--- config.mk ---
export PLATFORM = sky130hd
export DESIGN_NAME = wdtk_top
export DESIGN_NICKNAME = d
export VERILOG_FILES = /design/src/wdtk_counter.v /design/src/wdtk_top.v
export VERILOG_INCLUDE_DIRS = /design/src
export SDC_FILE = /design/constraint.sdc
export NUM_CORES = 1
export LEC_CHECK = 0
export ABC_AREA = 1
export BUFFER_PORTS_ARGS = -buffer_cell sky130_fd_sc_hd__buf_4
export CAP_MARGIN = 20
export CORE_ASPECT_RATIO = 0.5
export CORE_UTILIZATION = 61
export DETAILED_ROUTE_END_ITERATION = 7
export GPL_TIMING_DRIVEN = 0
export HOLD_SLACK_MARGIN = 0.06
export PLACE_DENSITY = 0.81
export SLEW_MARGIN = 20
export SYNTH_ARGS = -nofsm -noshare
export SYNTH_HDL_FRONTEND = slang
export SYNTH_HIERARCHICAL = 1
export SYNTH_SLANG_ARGS = --single-unit
--- constraint.sdc ---
create_clock -name MCLK -period 4.4 [get_ports MCLK]
set_input_delay 0 -clock MCLK [delete_from_list [all_inputs] [get_ports MCLK]]
set_output_delay 0 -clock MCLK [all_outputs]
set_load 0.01 [all_outputs]
--- src/wdtk_regs.vh ---
// Register map, field positions, keys and timing constants of the keyed watchdog.
`ifndef WDTK_REGS_VH
`define WDTK_REGS_VH

// ----------------------------------------------------------------------------
// Register offsets
// ----------------------------------------------------------------------------
`define WDTK_ADDR_W 2
`define WDTK_OFS_CTRL 2'h0
`define WDTK_OFS_STAT 2'h1
`define WDTK_OFS_MASK 2'h2

// ----------------------------------------------------------------------------
// Watchdog control fields
// ----------------------------------------------------------------------------
`define WDTK_DATA_W 16
`define WDTK_BIT_ENA 15
`define WDTK_BIT_MODE_RST 14
`define WDTK_BIT_RST_FLAG 13
`define WDTK_BIT_NMI_FLAG 12
`define WDTK_BIT_LOCKED 11
`define WDTK_SEL_HI 2
`define WDTK_SEL_LO 0
`define WDTK_SEL_W 3
`define WDTK_SEL_MAX 3'h7
`define WDTK_CTRL_RESET 16'hC007

// ----------------------------------------------------------------------------
// Key words
// ----------------------------------------------------------------------------
`define WDTK_KEY_UNLOCK1 16'h3333
`define WDTK_KEY_UNLOCK2 16'hCCCC
`define WDTK_KEY_RESTART1 16'hAAAA
`define WDTK_KEY_RESTART2 16'h5555

// ----------------------------------------------------------------------------
// Interrupt status and mask layout
// ----------------------------------------------------------------------------
`define WDTK_IRQ_W 3
`define WDTK_IRQ_NMI 0
`define WDTK_IRQ_WRST 1
`define WDTK_IRQ_ABORT 2
`define WDTK_IRQ_NONE 3'h0

// ----------------------------------------------------------------------------
// Timing
// ----------------------------------------------------------------------------
`define WDTK_TIMEOUT_MS 1670
`define WDTK_REF_CLK_KHZ 40000
`define WDTK_CNT_W 26
// 1670 ms of a 40 MHz clock, already sized to the counter width.
`define WDTK_MAX_TIMEOUT_CYC 26'h3FB4980
`define WDTK_STRAP_W 8
`define WDTK_FILL_W 2
`define WDTK_FILL_DONE 2'h3

`endif

--- src/wdtk_counter.v ---
// Timeout counter of the keyed watchdog with restart and terminal compare.
`include "wdtk_regs.vh"

module wdtk_counter (
  input wire clk,
  input wire rst_n,
  input wire en,
  input wire clr,
  input wire [`WDTK_CNT_W-1:0] term,
  output reg expired_r
);

  reg [`WDTK_CNT_W-1:0] cnt_r;
  wire [`WDTK_CNT_W-1:0] last = (term == {`WDTK_CNT_W{1'b0}}) ?
                                {`WDTK_CNT_W{1'b0}} : term - {{(`WDTK_CNT_W-1){1'b0}}, 1'b1};

  // ----------------------------------------------------------------------------
  // Count one step per enabled clock, wrap and pulse at the selected terminal value
  // ----------------------------------------------------------------------------
  always @(posedge clk or negedge rst_n) begin
    if (!rst_n) begin
      cnt_r <= {`WDTK_CNT_W{1'b0}};
      expired_r <= 1'b0;
    end else if (clr) begin
      cnt_r <= {`WDTK_CNT_W{1'b0}};
      expired_r <= 1'b0;
    end else if (en) begin
      if (cnt_r >= last) begin
        cnt_r <= {`WDTK_CNT_W{1'b0}};
        expired_r <= 1'b1;
      end else begin
        cnt_r <= cnt_r + {{(`WDTK_CNT_W-1){1'b0}}, 1'b1};
        expired_r <= 1'b0;
      end
    end else begin
      expired_r <= 1'b0;
    end
  end

endmodule

--- src/wdtk_top.v ---
// Keyed-access watchdog: control register, key sequences, timeout actions and interrupts.
//
// Behaviour
// - After reset running, longest timeout, reset mode.
// - Configuration accepted only once per reset.
// - Config needs 3333h then CCCCh first.
// - Traffic to other registers between keys is harmless; a control read aborts.
// - AAAAh then 5555h restarts the count.
// - Running count is never readable.
// - Longest timeout about 1.67 s at 40 MHz.
// - Timeout gives NMI or system reset.
// - NMI timeout sets flag bit 12.
// - Timeout with flag set causes reset.
// - Watchdog reset sets flag bit 13.
// - Any control access clears reset flag.
// - Watchdog reset keeps pin-sampled configuration.
// - Otherwise watchdog reset equals system reset; status and mask are kept.
`include "wdtk_regs.vh"

module wdtk_top #(
  parameter [`WDTK_CNT_W-1:0] MAX_TIMEOUT_CYC = `WDTK_MAX_TIMEOUT_CYC
) (
  input wire MCLK,
  input wire RST_N,
  input wire [`WDTK_ADDR_W-1:0] ADDR,
  input wire [`WDTK_DATA_W-1:0] WDATA,
  input wire WR,
  input wire RD,
  output reg [`WDTK_DATA_W-1:0] RDATA,
  output reg NMI_REQ,
  output reg WDT_RST_REQ,
  output reg IRQ,
  input wire [`WDTK_STRAP_W-1:0] STRAP_CFG,
  output reg [`WDTK_STRAP_W-1:0] CFG_HELD
);

  // ----------------------------------------------------------------------------
  // Key sequence states
  // ----------------------------------------------------------------------------
  localparam [1:0] ST_IDLE = 2'h0;
  localparam [1:0] ST_KEY1 = 2'h1;
  localparam [1:0] ST_UNLK = 2'h2;
  localparam [1:0] ST_RKEY = 2'h3;

  // Named copy of the control reset word so single fields can be picked out of it.
  localparam [`WDTK_DATA_W-1:0] CTRL_RST = `WDTK_CTRL_RESET;

  // A word that breaks a sequence may itself open a new one, so it is checked again.
  function [1:0] first_key;
    input [`WDTK_DATA_W-1:0] d;
    begin
      if (d == `WDTK_KEY_UNLOCK1) begin
        first_key = ST_KEY1;
      end else if (d == `WDTK_KEY_RESTART1) begin
        first_key = ST_RKEY;
      end else begin
        first_key = ST_IDLE;
      end
    end
  endfunction

  // Terminal value shrinks by half for every step below the longest selection.
  function [`WDTK_CNT_W-1:0] term_of;
    input [`WDTK_SEL_W-1:0] sel;
    begin
      term_of = MAX_TIMEOUT_CYC >> (`WDTK_SEL_MAX - sel);
    end
  endfunction

  reg [1:0] state_r;
  reg [1:0] state_nxt;
  reg ena_r;
  reg mode_rst_r;
  reg [`WDTK_SEL_W-1:0] sel_r;
  reg locked_r;
  reg nmi_flag_r;
  reg rst_flag_r;
  reg [`WDTK_IRQ_W-1:0] stat_r;
  reg [`WDTK_IRQ_W-1:0] mask_r;
  reg restart;
  reg cfg_apply;
  reg abort;
  wire expired;

  wire ctrl_wr = WR && (ADDR == `WDTK_OFS_CTRL);
  wire ctrl_rd = RD && (ADDR == `WDTK_OFS_CTRL);
  wire stat_wr = WR && (ADDR == `WDTK_OFS_STAT);
  wire mask_wr = WR && (ADDR == `WDTK_OFS_MASK);

  // Timeout with reset mode, or with the NMI flag still pending, resets the watchdog.
  wire fire_rst = expired && (mode_rst_r || nmi_flag_r);
  wire fire_nmi = expired && !mode_rst_r && !nmi_flag_r;

  // ----------------------------------------------------------------------------
  // Key sequence decode
  // ----------------------------------------------------------------------------
  always @* begin
    state_nxt = state_r;
    restart = 1'b0;
    cfg_apply = 1'b0;
    abort = 1'b0;
    if (ctrl_wr) begin
      case (state_r)
        ST_IDLE: begin
          state_nxt = first_key(WDATA);
        end
        ST_KEY1: begin
          if (WDATA == `WDTK_KEY_UNLOCK2) begin
            state_nxt = ST_UNLK;
          end else begin
            abort = 1'b1;
            state_nxt = first_key(WDATA);
          end
        end
        ST_UNLK: begin
          cfg_apply = 1'b1;
          state_nxt = ST_IDLE;
        end
        ST_RKEY: begin
          if (WDATA == `WDTK_KEY_RESTART2) begin
            restart = 1'b1;
            state_nxt = ST_IDLE;
          end else begin
            abort = 1'b1;
            state_nxt = first_key(WDATA);
          end
        end
        default: begin
          state_nxt = ST_IDLE;
        end
      endcase
    end else if (ctrl_rd && (state_r != ST_IDLE)) begin
      // Only accesses to the control register itself break a sequence.
      abort = 1'b1;
      state_nxt = ST_IDLE;
    end
  end

  // ----------------------------------------------------------------------------
  // Control state
  // ----------------------------------------------------------------------------
  always @(posedge MCLK or negedge RST_N) begin
    if (!RST_N) begin
      state_r <= ST_IDLE;
      ena_r <= CTRL_RST[`WDTK_BIT_ENA];
      mode_rst_r <= CTRL_RST[`WDTK_BIT_MODE_RST];
      sel_r <= `WDTK_SEL_MAX;
      locked_r <= 1'b0;
      nmi_flag_r <= 1'b0;
      rst_flag_r <= 1'b0;
    end else if (fire_rst) begin
      // Same values as a system reset; the reset flag and status bit 1 record the cause.
      state_r <= ST_IDLE;
      ena_r <= CTRL_RST[`WDTK_BIT_ENA];
      mode_rst_r <= CTRL_RST[`WDTK_BIT_MODE_RST];
      sel_r <= `WDTK_SEL_MAX;
      locked_r <= 1'b0;
      nmi_flag_r <= 1'b0;
      rst_flag_r <= 1'b1;
    end else begin
      state_r <= state_nxt;
      if (cfg_apply && !locked_r) begin
        ena_r <= WDATA[`WDTK_BIT_ENA];
        mode_rst_r <= WDATA[`WDTK_BIT_MODE_RST];
        sel_r <= WDATA[`WDTK_SEL_HI:`WDTK_SEL_LO];
        locked_r <= 1'b1;
      end
      // A fresh timeout wins over a clearing write in the same cycle.
      if (fire_nmi) begin
        nmi_flag_r <= 1'b1;
      end else if (cfg_apply && !WDATA[`WDTK_BIT_NMI_FLAG]) begin
        nmi_flag_r <= 1'b0;
      end
      if (ctrl_wr || ctrl_rd) begin
        rst_flag_r <= 1'b0;
      end
    end
  end

  // ----------------------------------------------------------------------------
  // Timeout counter
  // ----------------------------------------------------------------------------
  wdtk_counter u_cnt (
    .clk(MCLK),
    .rst_n(RST_N),
    .en(ena_r),
    .clr(restart || fire_rst || (cfg_apply && !locked_r)),
    .term(term_of(sel_r)),
    .expired_r(expired)
  );

  // ----------------------------------------------------------------------------
  // Interrupt status and mask
  // ----------------------------------------------------------------------------
  wire [`WDTK_IRQ_W-1:0] events = {abort, fire_rst, fire_nmi};

  always @(posedge MCLK or negedge RST_N) begin
    if (!RST_N) begin
      stat_r <= `WDTK_IRQ_NONE;
      mask_r <= `WDTK_IRQ_NONE;
    end else begin
      // Set wins over a write-one clear in the same cycle.
      stat_r <= (stat_r & ~(stat_wr ? WDATA[`WDTK_IRQ_W-1:0] : `WDTK_IRQ_NONE)) | events;
      if (mask_wr) begin
        mask_r <= WDATA[`WDTK_IRQ_W-1:0];
      end
    end
  end

  // ----------------------------------------------------------------------------
  // Outputs and read data
  // ----------------------------------------------------------------------------
  always @(posedge MCLK or negedge RST_N) begin
    if (!RST_N) begin
      RDATA <= {`WDTK_DATA_W{1'b0}};
      NMI_REQ <= 1'b0;
      WDT_RST_REQ <= 1'b0;
      IRQ <= 1'b0;
    end else begin
      NMI_REQ <= fire_nmi;
      WDT_RST_REQ <= fire_rst;
      IRQ <= |(stat_r & mask_r);
      RDATA <= {`WDTK_DATA_W{1'b0}};
      if (RD) begin
        case (ADDR)
          `WDTK_OFS_CTRL: begin
            // The running count has no read path at all.
            RDATA[`WDTK_BIT_ENA] <= ena_r;
            RDATA[`WDTK_BIT_MODE_RST] <= mode_rst_r;
            RDATA[`WDTK_BIT_RST_FLAG] <= rst_flag_r;
            RDATA[`WDTK_BIT_NMI_FLAG] <= nmi_flag_r;
            RDATA[`WDTK_BIT_LOCKED] <= locked_r;
            RDATA[`WDTK_SEL_HI:`WDTK_SEL_LO] <= sel_r;
          end
          `WDTK_OFS_STAT: begin
            RDATA[`WDTK_IRQ_W-1:0] <= stat_r;
          end
          `WDTK_OFS_MASK: begin
            RDATA[`WDTK_IRQ_W-1:0] <= mask_r;
          end
          default: begin
            RDATA <= {`WDTK_DATA_W{1'b0}};
          end
        endcase
      end
    end
  end

  // ----------------------------------------------------------------------------
  // Pin-sampled configuration
  // ----------------------------------------------------------------------------
  // Captured once after power-on only; a watchdog reset never reaches these flops.
  reg [`WDTK_STRAP_W-1:0] strap_s1_r;
  reg [`WDTK_STRAP_W-1:0] strap_s2_r;
  reg [`WDTK_STRAP_W-1:0] strap_s3_r;
  reg [`WDTK_FILL_W-1:0] fill_r;
  reg captured_r;

  always @(posedge MCLK or negedge RST_N) begin
    if (!RST_N) begin
      strap_s1_r <= {`WDTK_STRAP_W{1'b0}};
      strap_s2_r <= {`WDTK_STRAP_W{1'b0}};
      strap_s3_r <= {`WDTK_STRAP_W{1'b0}};
      fill_r <= {`WDTK_FILL_W{1'b0}};
      captured_r <= 1'b0;
      CFG_HELD <= {`WDTK_STRAP_W{1'b0}};
    end else begin
      strap_s1_r <= STRAP_CFG;
      strap_s2_r <= strap_s1_r;
      strap_s3_r <= strap_s2_r;
      if (fill_r != `WDTK_FILL_DONE) begin
        fill_r <= fill_r + {{(`WDTK_FILL_W-1){1'b0}}, 1'b1};
      end else if (!captured_r && (strap_s2_r == strap_s3_r)) begin
        CFG_HELD <= strap_s3_r;
        captured_r <= 1'b1;
      end
    end
  end

endmodule

==> results_dict.tcl <==
set metrics [dict create \
    whs_ps 62.9 \
    syn_avg_cell_area_um2 7.07 \
    antenna_cells 0 \
    yosysWarnings 6 \
    status "finished, final reports clean" \
    clock_latency_ps 350 \
    r2r-start "sel_r[1]" \
    cts.root.buffer_cell "clkbuf_16" \
    worst_path_most_repeated_cell "nand2_1" \
    power.density_nw_per_um2 286 \
    setup_viol 0 \
    max_clock_freq_ghz 0.246 \
    cp-start-kind "register" \
    gr-total-overflow 0 \
    async_flop_share_pct 100 \
    finClkSkew_ps 5.17 \
    start_util_pct 64.7 \
    ant_nets 0 \
    numCtsBuffers 9 \
    cts.reportedPaths.clkPinSlew_ps 70 \
    leakagePower_nw 3.74 \
    drtPass1Iterations 5 \
    grt_pass1_vias 5141 \
    syn-cell-area_um2 6290 \
    finalCritPeriodShare_pct 92.5 \
    post_synth_inst_count 890 \
    clockBufferDepth 2 \
    cts_htree_levels 3 \
    postCtsSetupBuffers 0 \
    total_power_w 0.00209 \
    hp-start "ADDR[0]" \
    io_pins 57 \
    num-nets-final 1039 \
    gp_congestion 0.899 \
    drive_gt1_share_pct 15.2 \
    relSlewSlack_pct 49.4 \
    grt_first_pass_wirelength_um 23600 \
    wl_met1_um 6610 \
    dieArea_um2 10800 \
    dr.max_layer_used "met4" \
    place_ws_ps 346 \
    die_h_um 73.8 \
    grt_setup_unrepaired "no" \
    drv_slew 0 \
    cpPeakStageDelay_ps 610 \
    grt_max_degree 90 \
    synth_top_area_share_pct 33.4 \
    synth_edf_count 0 \
    antenna_found_initial 0 \
    cp-end-kind "register" \
    critical_path_class "reg -> reg" \
    synth_seq_cells 89 \
    ys_seq_area_share_pct 35.5 \
    period_minus_slack_ps 4070 \
    hold_violations 0 \
    route.met2.wl_um 6770 \
    core_area_um2 9730 \
    wire_per_inst_um 12.8 \
    portBuffers 48 \
    track_usage_pct 28.1 \
    slowest_stage "dfstp_2" \
    synth_cell_type_count 47 \
    die_x_um 146 \
    final_core_util_pct 75.1 \
    crit_required_ps 4680 \
    worst_pin_slew_ps 759 \
    setup-tns-final_ps 0 \
    cts_tree "done" \
    clock_sinks 89 \
    dr_total_vias 5681 \
    maxCapViolCount 0 \
    synth_top_area_cell "dfrtp_1" \
    syn2layout_area_growth_pct 16.1 \
    wl_met3_um 626 \
    crit_path_start "sel_r[1]" \
    peakVddDrop_v 0.000176 \
    cp_max_fo 10 \
    dp_hpwl_um 10600 \
    worst-endpoint-arrival_ps 4350 \
    rows 25 \
    remaining_drc_errors 0 \
    path_cells "inv_1, ha_1, inv_1, nor2_2, or2_2, nor2_1, nand2_1, nor2_1, nand4_2, buf_2, nand3_1, ha_1, nand2_1, inv_1, nand2_1, nand2_1, a21oi_1, nand3_1, nor2_4, buf_6, nand2_1, nand2_1" \
    synthFlopType "dfrtp_1" \
    viasPerCell 5.10 \
    hp-class "in -> reg" \
    drtIter0Drc 393 \
    synth.top_cells.by_area "dfrtp_1 (33%), nand2_1 (16%), nor2_1 (8.1%), ha_1 (7.2%), inv_1 (5.8%)" \
    worst_slack_ps 331 \
    wl_um 14200 \
]
==> critical path: cells and delay by family, from the launching register on <==
kind	cells	cell delay (ps)
compound gates	1	170
fa+ha+maj	2	590
buf+inv	5	680
flops	1	610
simple gates	14	1960
==> repair_timing <==
item	4_1_cts	5_1_grt
hold buffers	17	0
resized for setup	0	1
hold endpoints to repair	108	0
endpoints found under the setup margin	0	16
==> layout by cell type, fill, tap and decap left out, types with 3 or more instances in the layout <==
master,instances
nand2_4,3
nor2_4,13
nor3_2,3
xnor2_1,9
nand2_2,9
dfstp_2,5
o211ai_1,3
conb_1,8
nand4_1,19
nand2_1,276
clkbuf_16,9
buf_6,5
xor2_1,14
a21oi_1,18
o21ai_1,13
clkbuf_1,5
nor2_2,10
nor3_1,10
nand3b_1,3
nand3_2,5
dfrtp_1,84
inv_2,6
buf_4,55
nand3_1,51
inv_1,98
o21ai_0,17
or2_2,11
ha_1,36
nor2_1,135
dlygate4sd3_1,17
==> synth_stat cells, types with 6 or more instances <==
cell	instances
nor2_4	13
xor2_1	14
xnor2_1	9
dfrtp_1	84
nor2_1	136
o21ai_0	17
nand2_1	276
o21ai_1	13
nand3_1	51
buf_4	8
nor2_2	9
ha_1	36
or2_2	11
nand4_1	19
inv_1	98
inv_2	6
nand2_2	9
a21oi_1	18
nor3_1	10
==> stage by stage <==
step	cell area [µm²]	cells
after floorplan	6320	897
after global placement	6850	1080
after detailed placement	6850	1080
after CTS	7300	1113
after global routing	7300	1113
final	7300	1113
==> power by group <==
group | switching [W] | leakage (nW) | internal, W | total, W
registers | 0.0000653 | 1.13 | 0.000877 | 0.000942
clock network | 0.000347 | 0.130 | 0.000389 | 0.000737
logic | 0.000242 | 2.48 | 0.000164 | 0.000407
total | 0.000655 | 3.74 | 0.00143 | 0.00209
==> path summary, 6_finish.rpt <==
kind	slack, ps	endpoint	cells after the start
min in group asynchronous	290	CFG_HELD[5]	2
worst min-delay path	60	RDATA[0]	5
max in group asynchronous	3600	stat_r[0]	2
worst max-delay path	330	u_cnt/cnt_r[6]	22
worst min register to register	350	strap_s2_r[0]	0
worst max register to register	330	u_cnt/cnt_r[6]	22
==> cells by family (layout without fill, tap and decap cells) <==
| family | Yosys count | after routing | share of synthesized area, % |
|---|---|---|---|
| AOI/OAI and AO/OA | 59 | 59 | 5.33 |
| xor gates and xnor gates | 23 | 23 | 3.20 |
| adders and majority gates | 36 | 36 | 7.16 |
| buffers and inverters | 123 | 204 | 8.33 |
| DFF | 89 | 89 | 35.5 |
| muxes | 1 | 1 | 0.179 |
| other | 1 | 8 | 0.0596 |
| and+or+nand+nor | 558 | 558 | 40.3 |
==> sequential cells by signal (all words and copies together), names as in the netlist, 2 cells and up <==
signal,flops
CFG_HELD,8
RDATA,8
fill_r,2
mask_r,3
sel_r,3
stat_r,3
state_r,2
strap_s1_r,8
strap_s2_r,8
strap_s3_r,8
u_cnt/cnt_r,26
==> final cells by class <==
class / instances / area, µm²
well taps: 135 / 169
fillers: 757 / 2420
flip-flops and latches: 89 / 2230
plain buffers: 18 / 130
multi-input cells: 685 / 3560
clock inverters: 6 / 50.0
repair buffers: 65 / 534
inverters: 105 / 394
clock buffers: 10 / 229
==> metal layers <==
| layer | GRT usage [%] | vias to the layer above |
|---|---|---|
| met5 | 0 | - |
| li1 | - | 2948 |
| met3 | 5.96 | 18 |
| met4 | 7.49 | 0 |
| met2 | 51.2 | 148 |
| met1 | 34.4 | 2567 |
No activity file was read; power rests on OpenSTA's default activity.
